===== src/hw/active_address_pointer_pkg.sv =====
// constants, types and register map of the dual data pointer unit
package active_address_pointer_pkg;

  // ****************************************
  // bus geometry
  // ****************************************
  localparam int unsigned ADDR_W = 12;
  localparam int unsigned DATA_W = 32;
  localparam int unsigned PTR_W  = 24;

  // ****************************************
  // register indices (byte address is index times four)
  // ****************************************
  localparam logic [7:0] IDX_CONTROL = 8'hA7;
  localparam logic [7:0] IDX_LOW     = 8'hB0;
  localparam logic [7:0] IDX_HIGH    = 8'hB1;
  localparam logic [7:0] IDX_PAGE    = 8'hB2;

  // ****************************************
  // pointer_control fields
  // ****************************************
  localparam int unsigned SEL_BIT         = 0;
  localparam int unsigned MAIN_MODE_LSB   = 2;
  localparam int unsigned SHADOW_MODE_LSB = 4;
  localparam int unsigned SWAP_BIT        = 6;
  localparam logic [7:0]  CTRL_MASK       = 8'h7D;
  localparam logic [7:0]  CTRL_RESET      = 8'h00;
  localparam logic [23:0] PTR_RESET       = 24'h000000;

  // ****************************************
  // bus responses
  // ****************************************
  localparam logic [1:0] RESP_OKAY   = 2'h0;
  localparam logic [1:0] RESP_SLVERR = 2'h2;

  // ****************************************
  // pointer modes and core move kinds
  // ****************************************
  typedef enum logic [1:0] {
    MODE_NONE,
    MODE_INC,
    MODE_DEC,
    MODE_FLIP_LSB
  } ptr_mode_t;

  typedef enum logic [1:0] {
    MOVE_ACTIVE_ADDRESS_POINTER_MOVX,
    MOVE_ACTIVE_ADDRESS_POINTER_MOVC,
    MOVE_PC_MOVC,
    MOVE_RI_MOVX
  } move_kind_t;

  // one move instruction retired by the core
  typedef struct packed {
    logic       valid;
    move_kind_t kind;
  } move_req_t;

endpackage : active_address_pointer_pkg


===== src/hw/dual_data_pointer_unit.sv =====
// dual data pointer unit with an axi4-lite register slave
//
// Function
// RL1 - two independent 24-bit pointers; select 0 shows the main pointer bytes.
// RL2 - select 1 shows the shadow pointer bytes instead of the main one.
// RL3 - swap enable bit 6 toggles the active pointer after each pointer move; a control write in the same cycle overrides the swap.
// RL4 - bits 5:4 set shadow mode: none, increment, decrement, flip lsb.
// RL5 - bits 3:2 set main mode with the same four encodings.
// RL6 - flip-lsb mode inverts bit 0 only, other bits unchanged.
// RL7 - only moves addressing through the pointer trigger increment or decrement.
// RL8 - pc-relative and indirect byte register moves leave both pointers alone.
// RL9 - pointer byte accesses act on whichever pointer is active.
// RL10 - control bits 7 and 1 are not stored; writes to them ignored.
// RL11 - adjust the pointer active during the move first, then swap.
// RL12 - an automatic swap inverts the select bit, visible on readback.
`timescale 1ns/1ps

module dual_data_pointer_unit (
  // clock and reset
  input  wire logic                        aclk,
  input  wire logic                        aresetn,
  // axi4-lite write address
  input  wire logic [active_address_pointer_pkg::ADDR_W-1:0] awaddr,
  input  wire logic                        awvalid,
  output logic                             awready,
  // axi4-lite write data
  input  wire logic [active_address_pointer_pkg::DATA_W-1:0] wdata,
  input  wire logic [3:0]                  wstrb,
  input  wire logic                        wvalid,
  output logic                             wready,
  // axi4-lite write response
  output logic [1:0]                       bresp,
  output logic                             bvalid,
  input  wire logic                        bready,
  // axi4-lite read address
  input  wire logic [active_address_pointer_pkg::ADDR_W-1:0] araddr,
  input  wire logic                        arvalid,
  output logic                             arready,
  // axi4-lite read data
  output logic [active_address_pointer_pkg::DATA_W-1:0]      rdata,
  output logic [1:0]                       rresp,
  output logic                             rvalid,
  input  wire logic                        rready,
  // core side
  input  wire active_address_pointer_pkg::move_req_t         core_move,
  output logic [active_address_pointer_pkg::PTR_W-1:0]       active_address_pointer
);
  import active_address_pointer_pkg::*;

  // ****************************************
  // helper functions
  // ****************************************

  // post-move adjustment of one pointer
  function automatic logic [PTR_W-1:0] adjust(input logic [PTR_W-1:0] ptr,
                                              input logic [1:0] mode);
    logic [PTR_W-1:0] res;
    res = ptr;
    case (mode)
      MODE_INC:      res = ptr + 24'h000001; // RL4 RL5
      MODE_DEC:      res = ptr - 24'h000001; // RL4 RL5
      MODE_FLIP_LSB: res = ptr ^ 24'h000001; // RL6
      default:       res = ptr;
    endcase
    return res;
  endfunction : adjust

  // byte address to register index, with a flag for a mapped register
  function automatic logic [8:0] decode(input logic [ADDR_W-1:0] addr);
    logic [7:0] idx;
    logic       hit;
    idx = addr[9:2];
    hit = (addr[11:10] == 2'h0) &&
          (idx == IDX_CONTROL || idx == IDX_LOW || idx == IDX_HIGH || idx == IDX_PAGE);
    return {hit, idx};
  endfunction : decode

  // ****************************************
  // state
  // ****************************************
  logic [7:0]        pointer_control;
  logic [PTR_W-1:0]  main_ptr;
  logic [PTR_W-1:0]  shadow_ptr;
  logic [ADDR_W-1:0] aw_addr_q;
  logic [7:0]        w_data_q;
  logic              w_lane0_q;

  // ****************************************
  // write decode
  // ****************************************

  // a write is performed once address and data are both held
  wire              wr_fire   = !awready && !wready && !bvalid;
  wire [8:0]        wr_dec    = decode(aw_addr_q);
  wire              wr_hit    = wr_dec[8];
  wire [7:0]        wr_idx    = wr_dec[7:0];
  // registers are 8 bits wide, so only lane 0 carries a write
  wire              wr_go     = wr_fire && wr_hit && w_lane0_q;
  wire              ctrl_wr   = wr_go && (wr_idx == IDX_CONTROL);
  wire              low_wr    = wr_go && (wr_idx == IDX_LOW);
  wire              high_wr   = wr_go && (wr_idx == IDX_HIGH);
  wire              page_wr   = wr_go && (wr_idx == IDX_PAGE);
  wire              ptr_wr    = low_wr || high_wr || page_wr;

  // ****************************************
  // pointer datapath
  // ****************************************

  // only moves through the pointer itself step it
  wire ptr_move = core_move.valid &&
                  (core_move.kind == MOVE_ACTIVE_ADDRESS_POINTER_MOVX || core_move.kind == MOVE_ACTIVE_ADDRESS_POINTER_MOVC); // RL7 RL8

  wire              pointer_select   = pointer_control[SEL_BIT];
  wire              auto_swap_enable = pointer_control[SWAP_BIT];
  wire [1:0]        main_mode        = pointer_control[MAIN_MODE_LSB +: 2];
  wire [1:0]        shadow_mode      = pointer_control[SHADOW_MODE_LSB +: 2];

  // the pointer active during the move is the one adjusted
  wire [PTR_W-1:0]  cur_ptr     = pointer_select ? shadow_ptr : main_ptr; // RL1 RL2 RL9
  wire [1:0]        cur_mode    = pointer_select ? shadow_mode : main_mode; // RL4 RL5 RL11
  wire [PTR_W-1:0]  stepped_ptr = ptr_move ? adjust(cur_ptr, cur_mode) : cur_ptr;

  // a software byte write lands on top of a same-cycle step
  wire [PTR_W-1:0]  written_ptr = {page_wr ? w_data_q : stepped_ptr[23:16],
                                   high_wr ? w_data_q : stepped_ptr[15:8],
                                   low_wr  ? w_data_q : stepped_ptr[7:0]}; // RL9

  wire [PTR_W-1:0]  next_main   = pointer_select ? main_ptr : written_ptr;
  wire [PTR_W-1:0]  next_shadow = pointer_select ? written_ptr : shadow_ptr;

  // swap by flipping the select bit, after the adjustment above
  wire              swap_now    = ptr_move && auto_swap_enable; // RL3 RL11
  wire [7:0]        next_control = ctrl_wr ? (w_data_q & CTRL_MASK) // RL10
                                           : {pointer_control[7:1], pointer_select ^ swap_now}; // RL12
  wire [PTR_W-1:0]  next_active = next_control[SEL_BIT] ? next_shadow : next_main;

  // pointer registers and the registered view for the core
  always_ff @(posedge aclk) begin
    if (!aresetn) begin
      pointer_control        <= CTRL_RESET;
      main_ptr               <= PTR_RESET;
      shadow_ptr             <= PTR_RESET;
      active_address_pointer <= PTR_RESET;
    end else begin
      pointer_control        <= next_control;
      main_ptr               <= next_main;
      shadow_ptr             <= next_shadow;
      active_address_pointer <= next_active; // RL1 RL2
    end
  end

  // ****************************************
  // axi4-lite write channels
  // ****************************************

  // address and data are taken independently and held until the response
  always_ff @(posedge aclk) begin
    if (!aresetn) begin
      awready   <= 1'b1;
      wready    <= 1'b1;
      bvalid    <= 1'b0;
      bresp     <= RESP_OKAY;
      aw_addr_q <= '0;
      w_data_q  <= 8'h00;
      w_lane0_q <= 1'b0;
    end else begin
      if (awvalid && awready) begin
        awready   <= 1'b0;
        aw_addr_q <= awaddr;
      end
      if (wvalid && wready) begin
        wready    <= 1'b0;
        w_data_q  <= wdata[7:0];
        w_lane0_q <= wstrb[0];
      end
      if (wr_fire) begin
        bvalid <= 1'b1;
        bresp  <= wr_hit ? RESP_OKAY : RESP_SLVERR;
      end
      if (bvalid && bready) begin
        bvalid  <= 1'b0;
        awready <= 1'b1;
        wready  <= 1'b1;
      end
    end
  end

  // ****************************************
  // axi4-lite read channels
  // ****************************************

  // read mux: pointer bytes come from the active pointer
  wire [8:0]        rd_dec  = decode(araddr);
  wire [7:0]        rd_byte = (rd_dec[7:0] == IDX_CONTROL) ? pointer_control :
                              (rd_dec[7:0] == IDX_LOW)     ? cur_ptr[7:0] :
                              (rd_dec[7:0] == IDX_HIGH)    ? cur_ptr[15:8] :
                              (rd_dec[7:0] == IDX_PAGE)    ? cur_ptr[23:16] : 8'h00; // RL9

  // one read at a time; data sampled in the cycle the address is taken
  always_ff @(posedge aclk) begin
    if (!aresetn) begin
      arready <= 1'b1;
      rvalid  <= 1'b0;
      rdata   <= '0;
      rresp   <= RESP_OKAY;
    end else begin
      if (arvalid && arready) begin
        arready <= 1'b0;
        rvalid  <= 1'b1;
        rdata   <= rd_dec[8] ? {24'h000000, rd_byte} : 32'h00000000;
        rresp   <= rd_dec[8] ? RESP_OKAY : RESP_SLVERR;
      end
      if (rvalid && rready) begin
        rvalid  <= 1'b0;
        arready <= 1'b1;
      end
    end
  end
endmodule : dual_data_pointer_unit


===== config.mk =====
export PLATFORM = sky130hd
export DESIGN_NAME = dual_data_pointer_unit
export DESIGN_NICKNAME = d
export VERILOG_FILES = /design/src/hw/active_address_pointer_pkg.sv /design/src/hw/dual_data_pointer_unit.sv
export SDC_FILE = /design/constraint.sdc
export NUM_CORES = 1
export LEC_CHECK = 0
export ABC_AREA = 0
export BUFFER_PORTS_ARGS = -buffer_cell sky130_fd_sc_hd__buf_2
export CAP_MARGIN = 20
export CORE_ASPECT_RATIO = 1.2
export CORE_UTILIZATION = 46
export CTS_BUF_LIST = sky130_fd_sc_hd__clkbuf_4
export CTS_CLUSTER_DIAMETER = 150
export DETAILED_ROUTE_END_ITERATION = 8
export PLACE_DENSITY_LB_ADDON = 0.15
export REMOVE_ABC_BUFFERS = 1
export SYNTH_ARGS = -nofsm -noshare
export SYNTH_HDL_FRONTEND = slang
export SYNTH_SLANG_ARGS = --single-unit

===== constraint.sdc =====
create_clock -name aclk -period 13.52 [get_ports aclk]
set_input_delay 3.38 -clock aclk [delete_from_list [all_inputs] [get_ports aclk]]
set_output_delay 3.38 -clock aclk [all_outputs]
set_load 0.03 [all_outputs]

==> impl_results.md, run 1 <==
* CTS root buffer: clkbuf_4
* Worst path top cell family by delay: simple AND/OR/NAND/NOR gates
* Pin count of the biggest net entering global routing at 67
* Post-DP HPWL at ~15,000 microns
* Mean Syn Cell Area at 7.84 sq um
* Die X at 121 microns
* CTS resizes at 0
* Netlist Area Pre-Place at between 7000 and 8000 sq um
* CTS Sinks at 112
* Time the worst path needs with I/O delays and setup at roughly 5500 ps
* CP Cell Sequence: buf_2 > nor3b_1 > nand2_1 > a21oi_1 > and3_1 > mux2i_1 > nand3_1 > o21ai_0 > a21oi_1
* Worst skew pair latency at 540 ps
* Critical-path top delay cell: a21oi_1
* Dpl ws at 7560 ps
* Relative slew slack at 0.312
* Initial Util at 0.474
* Highest Clock Rate at between 150 and 200 MHz
* LEAKAGE at 3.13 nW
* DR iter-0 viols at 485
* Hold_buf cts at 0
* Fin. max-slew vios at 0
* Layout Nets at 1,094
* Power density over the cells at 67.7 nW/um^2
* Input/output buffers at 76
* Worst Hold Class: register to register
* Vias in the first global route at 6,409
* Via density at 5.88
* Max cap viols at 0
* CP startpoint kind: input pin
* Register area share after synthesis at 0.289
* Total CTS buffers at 9
* Unrepaired setup endpoints after global routing: false
* Vias at 7,269
* GRT Util Overall at 0.250
* DIE AREA at 17,400 sq um
* TritonCTS clock tree: done
* Core Box Area at between 15,000 and 20,000 sq um
* Worst setup margin at 8040 ps
* Top Ports at 135
* First-pass GRT wire length at 34,000 microns
* Flops & latches, synth at between 100 and 150
* Worst path max stage delay at 930 ps
* Post-synth EDFFs at 0
* Critical Path Fanout Max at 11
* First drt pass iteration count at 7
* Synth Flop Type: dfxtp_1
* Drt wl/cell at 17.2 microns
* Setup violations, final at 0
* Library cells used by synthesis at 89
* Fin util at 0.501
* DRT antenna net count at 0
* Status: finished clean
* Crit Path Class: input pin to register
* DRC viols at 0
* WL final at roughly 21,000 microns
* Hold Vio Cnt, Final at 0
* TNS Setup at 0 ps
* Std cell rows at 51
* Final Skew at roughly 35 ps
* Req. time, crit path at roughly 14,000 ps
* Mapped Cells at 991
* Period utilization at 0.405
* Most frequent cells in the layout: 111 x dfxtp_1, 105 x nand2_1, 95 x a21oi_1, 86 x nor2_1, 81 x o21ai_0
* Worst-path clk slew at 190 ps
* Commonest non-fill, non-tap cell in the layout: dfxtp_1
* Cell repeated most along the worst path: a21oi_1
* Synth warn at 0
* Setup Buffers After CTS at 0
* Clk buf depth at 2
* Antenna violations before repair at 2
* Die height at 144 microns
* Grt total ovfl at 0
* Gpl congestion at 0.898
* Crit. End Element: register
* Worst slew pin tran at 1030 ps
* H-tree levels at 3
* CP arrival at 5950 ps
* Worst Path Buf+Inv at 1
* Async SR Flop Fraction at 0
* Area growth from synthesis to layout at 5.72%
* Worst vdd ir at roughly 0.037 mV
* Share of layout cells above drive strength 1 at 0.172
tightest hold or removal path: cells and delay by family (launching register included):
kind	cells	cell delay, ps
AOI/OAI and AO/OA	1	50
DFF	1	340
and+or+nand+nor	1	50
path summary, 6_finish.rpt:
check | endpoint | slack [ps] | start | depth (start not counted)
max reg2reg | active_address_pointer[11]$_SDFF_PN0_ | 8500 | pointer_control[0]$_SDFF_PN0_ | 13
min reg2reg | aw_addr_q[7]$_SDFFE_PN0P_ | 470 | aw_addr_q[7]$_SDFFE_PN0P_ | 2
min | aw_addr_q[7]$_SDFFE_PN0P_ | 470 | aw_addr_q[7]$_SDFFE_PN0P_ | 2
max | active_address_pointer[22]$_SDFF_PN0_ | 8040 | core_move[1] | 9
cells by family (layout without fill, tap and decap cells):
group / Yosys count / in the layout / synth area share
XOR/XNOR: 34 / 34 / 0.0383
buffers and inverters: 117 / 123 / 0.0796
flip-flops: 112 / 112 / 0.289
AO/OA/AOI/OAI: 316 / 316 / 0.260
other: 1 / 28 / 0.000483
AND/OR/NAND/NOR: 332 / 332 / 0.211
adder cells (fa/ha/maj): 7 / 7 / 0.0113
multiplexers: 72 / 72 / 0.111
per-stage QoR:
step	hold WS [ps]	power [mW]	instance area, sq um	cells
2_1_floorplan	431	0.372	7320	918
3_3_place_gp	445	0.388	8060	1218
3_5_place_dp	448	0.388	8060	1218
4_1_cts	471	0.563	8210	1234
5_1_grt	485	0.577	8210	1235
6_report	466	0.556	8210	1236
state kept, by name (all words and copies together) (netlist names):
name                    cells
active_address_pointer     24
main_ptr                   24
shadow_ptr                 24
aw_addr_q                  10
rdata                       8
w_data_q                    8
pointer_control             6
arready                     1
awready                     1
bresp                       1
bvalid                      1
rresp                       1
rvalid                      1
w_lane0_q                   1
wready                      1
power by group:
| part | internal [mW] | switching (mW) |
|---|---|---|
| Combinational | 0.0108 | 0.0293 |
| Sequential | 0.335 | 0.00661 |
| Clock | 0.0448 | 0.129 |
| Total | 0.391 | 0.165 |
metal layers:
layer	up-vias	wire length, microns	GRT usage	part of all wire
met2	210	10300	0.419	0.48
met1	3396	9270	0.319	0.43
li1	3624	-	-	-
met4	0	670	0.109	0.031
met5	-	0	0	0
met3	39	1070	0.0355	0.050
Yosys cell counts (5+ instances only):
cell type    n  area, sq um
a211oi_1    11         82.6
a21boi_0     6         45.0
a21o_1      10         75.1
a21oi_1     96          480
a222oi_1     5         50.1
a22oi_1      5         37.5
a31oi_1     15         93.8
and2_1      11         68.8
and3_1      18          113
buf_2        6         30.0
buf_4       26          195
clkbuf_1    57          214
dfxtp_1    112         2240
ha_1         7         87.6
inv_1       19         71.3
mux2_2      18          203
mux2_4       7          105
mux2i_1     32          320
mux2i_2     12          165
nand2_1    105          394
nand2b_1     8         50.1
nand3_1     32          160
nand4_1     14         87.6
nor2_1      86          323
nor3_1      20          100
nor4_1       5         31.3
o21a_1      11         82.6
o21ai_0     81          405
o22ai_1     16          100
o31ai_1      6         45.0
xnor2_1     30          263
cell type report:
cell class | instances | area (sq um)
fill | 1667 | 8190
tap | 212 | 265
clock inverter | 7 | 78.8
timing repair buffer | 88 | 470
antenna | 2 | 5.00
multi-input combinational | 787 | 5010
inverter | 19 | 71.3
sequential | 112 | 2250
clock buffer | 9 | 67.6
Power figures use the tool's default switching activity.
==> run 2: changes to the inputs <==
- clock period: 13.52 -> 5.23 ns (I/O delays scaled with it)
==> impl_results.md, run 2 (synthesized netlist as in run 1, its figures left out) <==
* Worst skew pair latency at 540 ps (about the same)
* Design area at 8260 sq um (was 8210 sq um)
* Min-Delay Path Depth at 2 (unchanged)
* Setup violations, final at 0 (unchanged)
* Worst-path clk slew at 200 ps (was 190 ps)
* GRT Util Overall at 0.255 (was 0.250)
* Std cell rows at 51 (unchanged)
* Share of layout cells above drive strength 1 at 0.177 (was 0.172)
* Via density at 5.91 (was 5.88)
* Highest Clock Rate at 234 MHz
* Clk buf depth at 2 (unchanged)
* Power density over the cells at 174 nW/um^2 (was 67.7 nW/um^2)
* Hold EP: aw_addr_q[9]$_SDFFE_PN0P_ (was aw_addr_q[7]$_SDFFE_PN0P_)
* Vias at 7,344 (was 7,269)
* Drt wl/cell at 17.5 microns (was 17.2 microns)
* Dpl cells at 1,224 (was 1,218)
* Min-delay src: aw_addr_q[9]$_SDFFE_PN0P_ (was aw_addr_q[7]$_SDFFE_PN0P_)
* CTS root buffer: clkbuf_4 (unchanged)
* Unrepaired setup endpoints after global routing: false (unchanged)
* Vias in the first global route at 6,551 (was 6,409)
* Relative slew slack at 0.284 (was 0.312)
* Reg2reg start: pointer_control[0]$_SDFF_PN0_ (unchanged)
* DRC viols at 0 (unchanged)
* Most frequent cells in the layout: 111 x dfxtp_1, 105 x nand2_1, 95 x a21oi_1, 86 x nor2_1, 81 x o21ai_0 (unchanged)
* Time the worst path needs with I/O delays and setup at ~4300 ps
* DRT antenna net count at 0 (unchanged)
* Worst Setup SP: pointer_control[0]$_SDFF_PN0_ (was core_move[1])
* DP Area at 8110 sq um (was 8060 sq um)
* Core Box Area at 16,400 sq um (unchanged)
* Top Ports at 135 (unchanged)
* CP startpoint kind: register (was input pin)
* FF/Latch Area at 2250 sq um (unchanged)
* Initial Util at 0.474 (unchanged)
* Worst Hold Class: register to register (unchanged)
* TritonCTS clock tree: done (unchanged)
* Die height at 144 microns (unchanged)
* Final Skew at 33.9 ps (was 34.6 ps)
* Gpl congestion at 0.945 (was 0.898)
* H-tree levels at 3 (unchanged)
* TNS Setup at 0 ps (unchanged)
* Commonest non-fill, non-tap cell in the layout: dfxtp_1 (unchanged)
* Reg2reg setup slack at 960 ps (was 8500 ps)
* Period utilization at 0.816
* Layout Nets at 1,100 (was 1,094)
* First-pass GRT wire length at 34,700 microns (was 34,000 microns)
* Worst R2R End: active_address_pointer[8]$_SDFF_PN0_ (was active_address_pointer[11]$_SDFF_PN0_)
* Max cap viols at 0 (unchanged)
* Req. time, crit path at 5700 ps (was 13,990 ps)
* Worst slew pin tran at 1060 ps (was 1030 ps)
* WL final at 21,800 microns (was 21,300 microns)
* Grt total ovfl at 0 (unchanged)
* Pin count of the biggest net entering global routing at 51 (was 67)
* Fin. max-slew vios at 0 (unchanged)
* Crit Path Class: register to register (was input pin to register)
* Post-DP HPWL at 15,800 microns (was 15,100 microns)
* DR iter-0 viols at 474 (was 485)
* Total CTS buffers at 9 (unchanged)
* Hold Vio Cnt, Final at 0 (unchanged)
* First drt pass iteration count at 5 (was 7)
* DIE AREA at 17,400 sq um (unchanged)
* Antenna violations before repair at 3 (was 2)
* Layout Cells excl Fill at 1,243 (was 1,236)
* LEAKAGE at 3.17 nW (was 3.13 nW)
* CTS resizes at 0 (unchanged)
* Total Power at 1.44 mW (was 0.556 mW)
* Critical Path Fanout Max at 50 (was 11)
* Input/output buffers at 76 (unchanged)
* Area growth from synthesis to layout at 6.36% (was 5.72%)
* Reg2Reg Depth at 11 (was 13)
* Hold_buf cts at 0 (unchanged)
* CTS Sinks at 112 (unchanged)
* Footprint of the multi-input gates at 5010 sq um (unchanged)
* CP arrival at 4740 ps (was 5950 ps)
* Biggest regs: active_address_pointer (24), main_ptr (24), shadow_ptr (24) (unchanged)
* Worst vdd ir at 0.102 mV (was 0.0367 mV)
* Setup Buffers After CTS at 0 (unchanged)
* Status: finished clean (unchanged)
* Crit. End Element: register (unchanged)
* Die X at 121 microns (unchanged)
* Fill count at 1,666 (was 1,667)
==> run 2: how the worst max path moves through the flow <==
stage                                                  to  slack, ps  cells after the start
floorplan           active_address_pointer[11]$_SDFF_PN0_      -2320                     12
global placement     active_address_pointer[8]$_SDFF_PN0_       1100                     11
detailed placement  active_address_pointer[11]$_SDFF_PN0_       1080                     12
CTS                  active_address_pointer[8]$_SDFF_PN0_       1040                     11
global route        active_address_pointer[11]$_SDFF_PN0_        700                     14
finish               active_address_pointer[8]$_SDFF_PN0_        960                     11
==> run 2: power breakdown <==
part	switching, mW	internal (mW)	total [mW]
Clock	0.336	0.116	0.453
Sequential	0.0173	0.866	0.884
Combinational	0.0759	0.0278	0.104
Total	0.429	1.01	1.44
==> run 2: layout make-up <==
type | count | area share
Clock inverter | 7 | 0.00984
Clock buffer | 9 | 0.00818
Inverter | 19 | 0.00863
Antenna cell | 3 | 0.000909
Timing Repair Buffer | 94 | 0.0624
Sequential cell | 112 | 0.272
Tap cell | 212 | 0.0321
Multi-Input combinational cell | 787 | 0.606
==> run 2: routing by layer <==
| layer | global-route usage | vias up | wire length, microns |
|---|---|---|---|
| li1 | - | 3626 | - |
| met1 | 0.318 | 3455 | 9320 |
| met2 | 0.438 | 222 | 10600 |
| met3 | 0.0394 | 41 | 1170 |
| met4 | 0.108 | 0 | 702 |
| met5 | 0 | - | 0 |
==> run 2: per-stage QoR <==
step,utilization,setup WS (ps),hold slack (ps)
global route,0.504,695,496
finish,0.504,960,464
detailed placement,0.494,1080,446
floorplan,-,-2320,431
global placement,0.494,1100,438
CTS,0.503,1040,468
==> run 2: worst max-delay path, stage by stage (launching register included) <==
cell and delay, ps:
dfxtp_4 620, buf_4 610, mux2i_2 530, o21ai_1 130, a21oi_1 210, o211ai_2 170, a31o_4 290, xnor2_1 140
o221ai_1 180, a21boi_0 720, o21ai_0 440, nand3_1 160
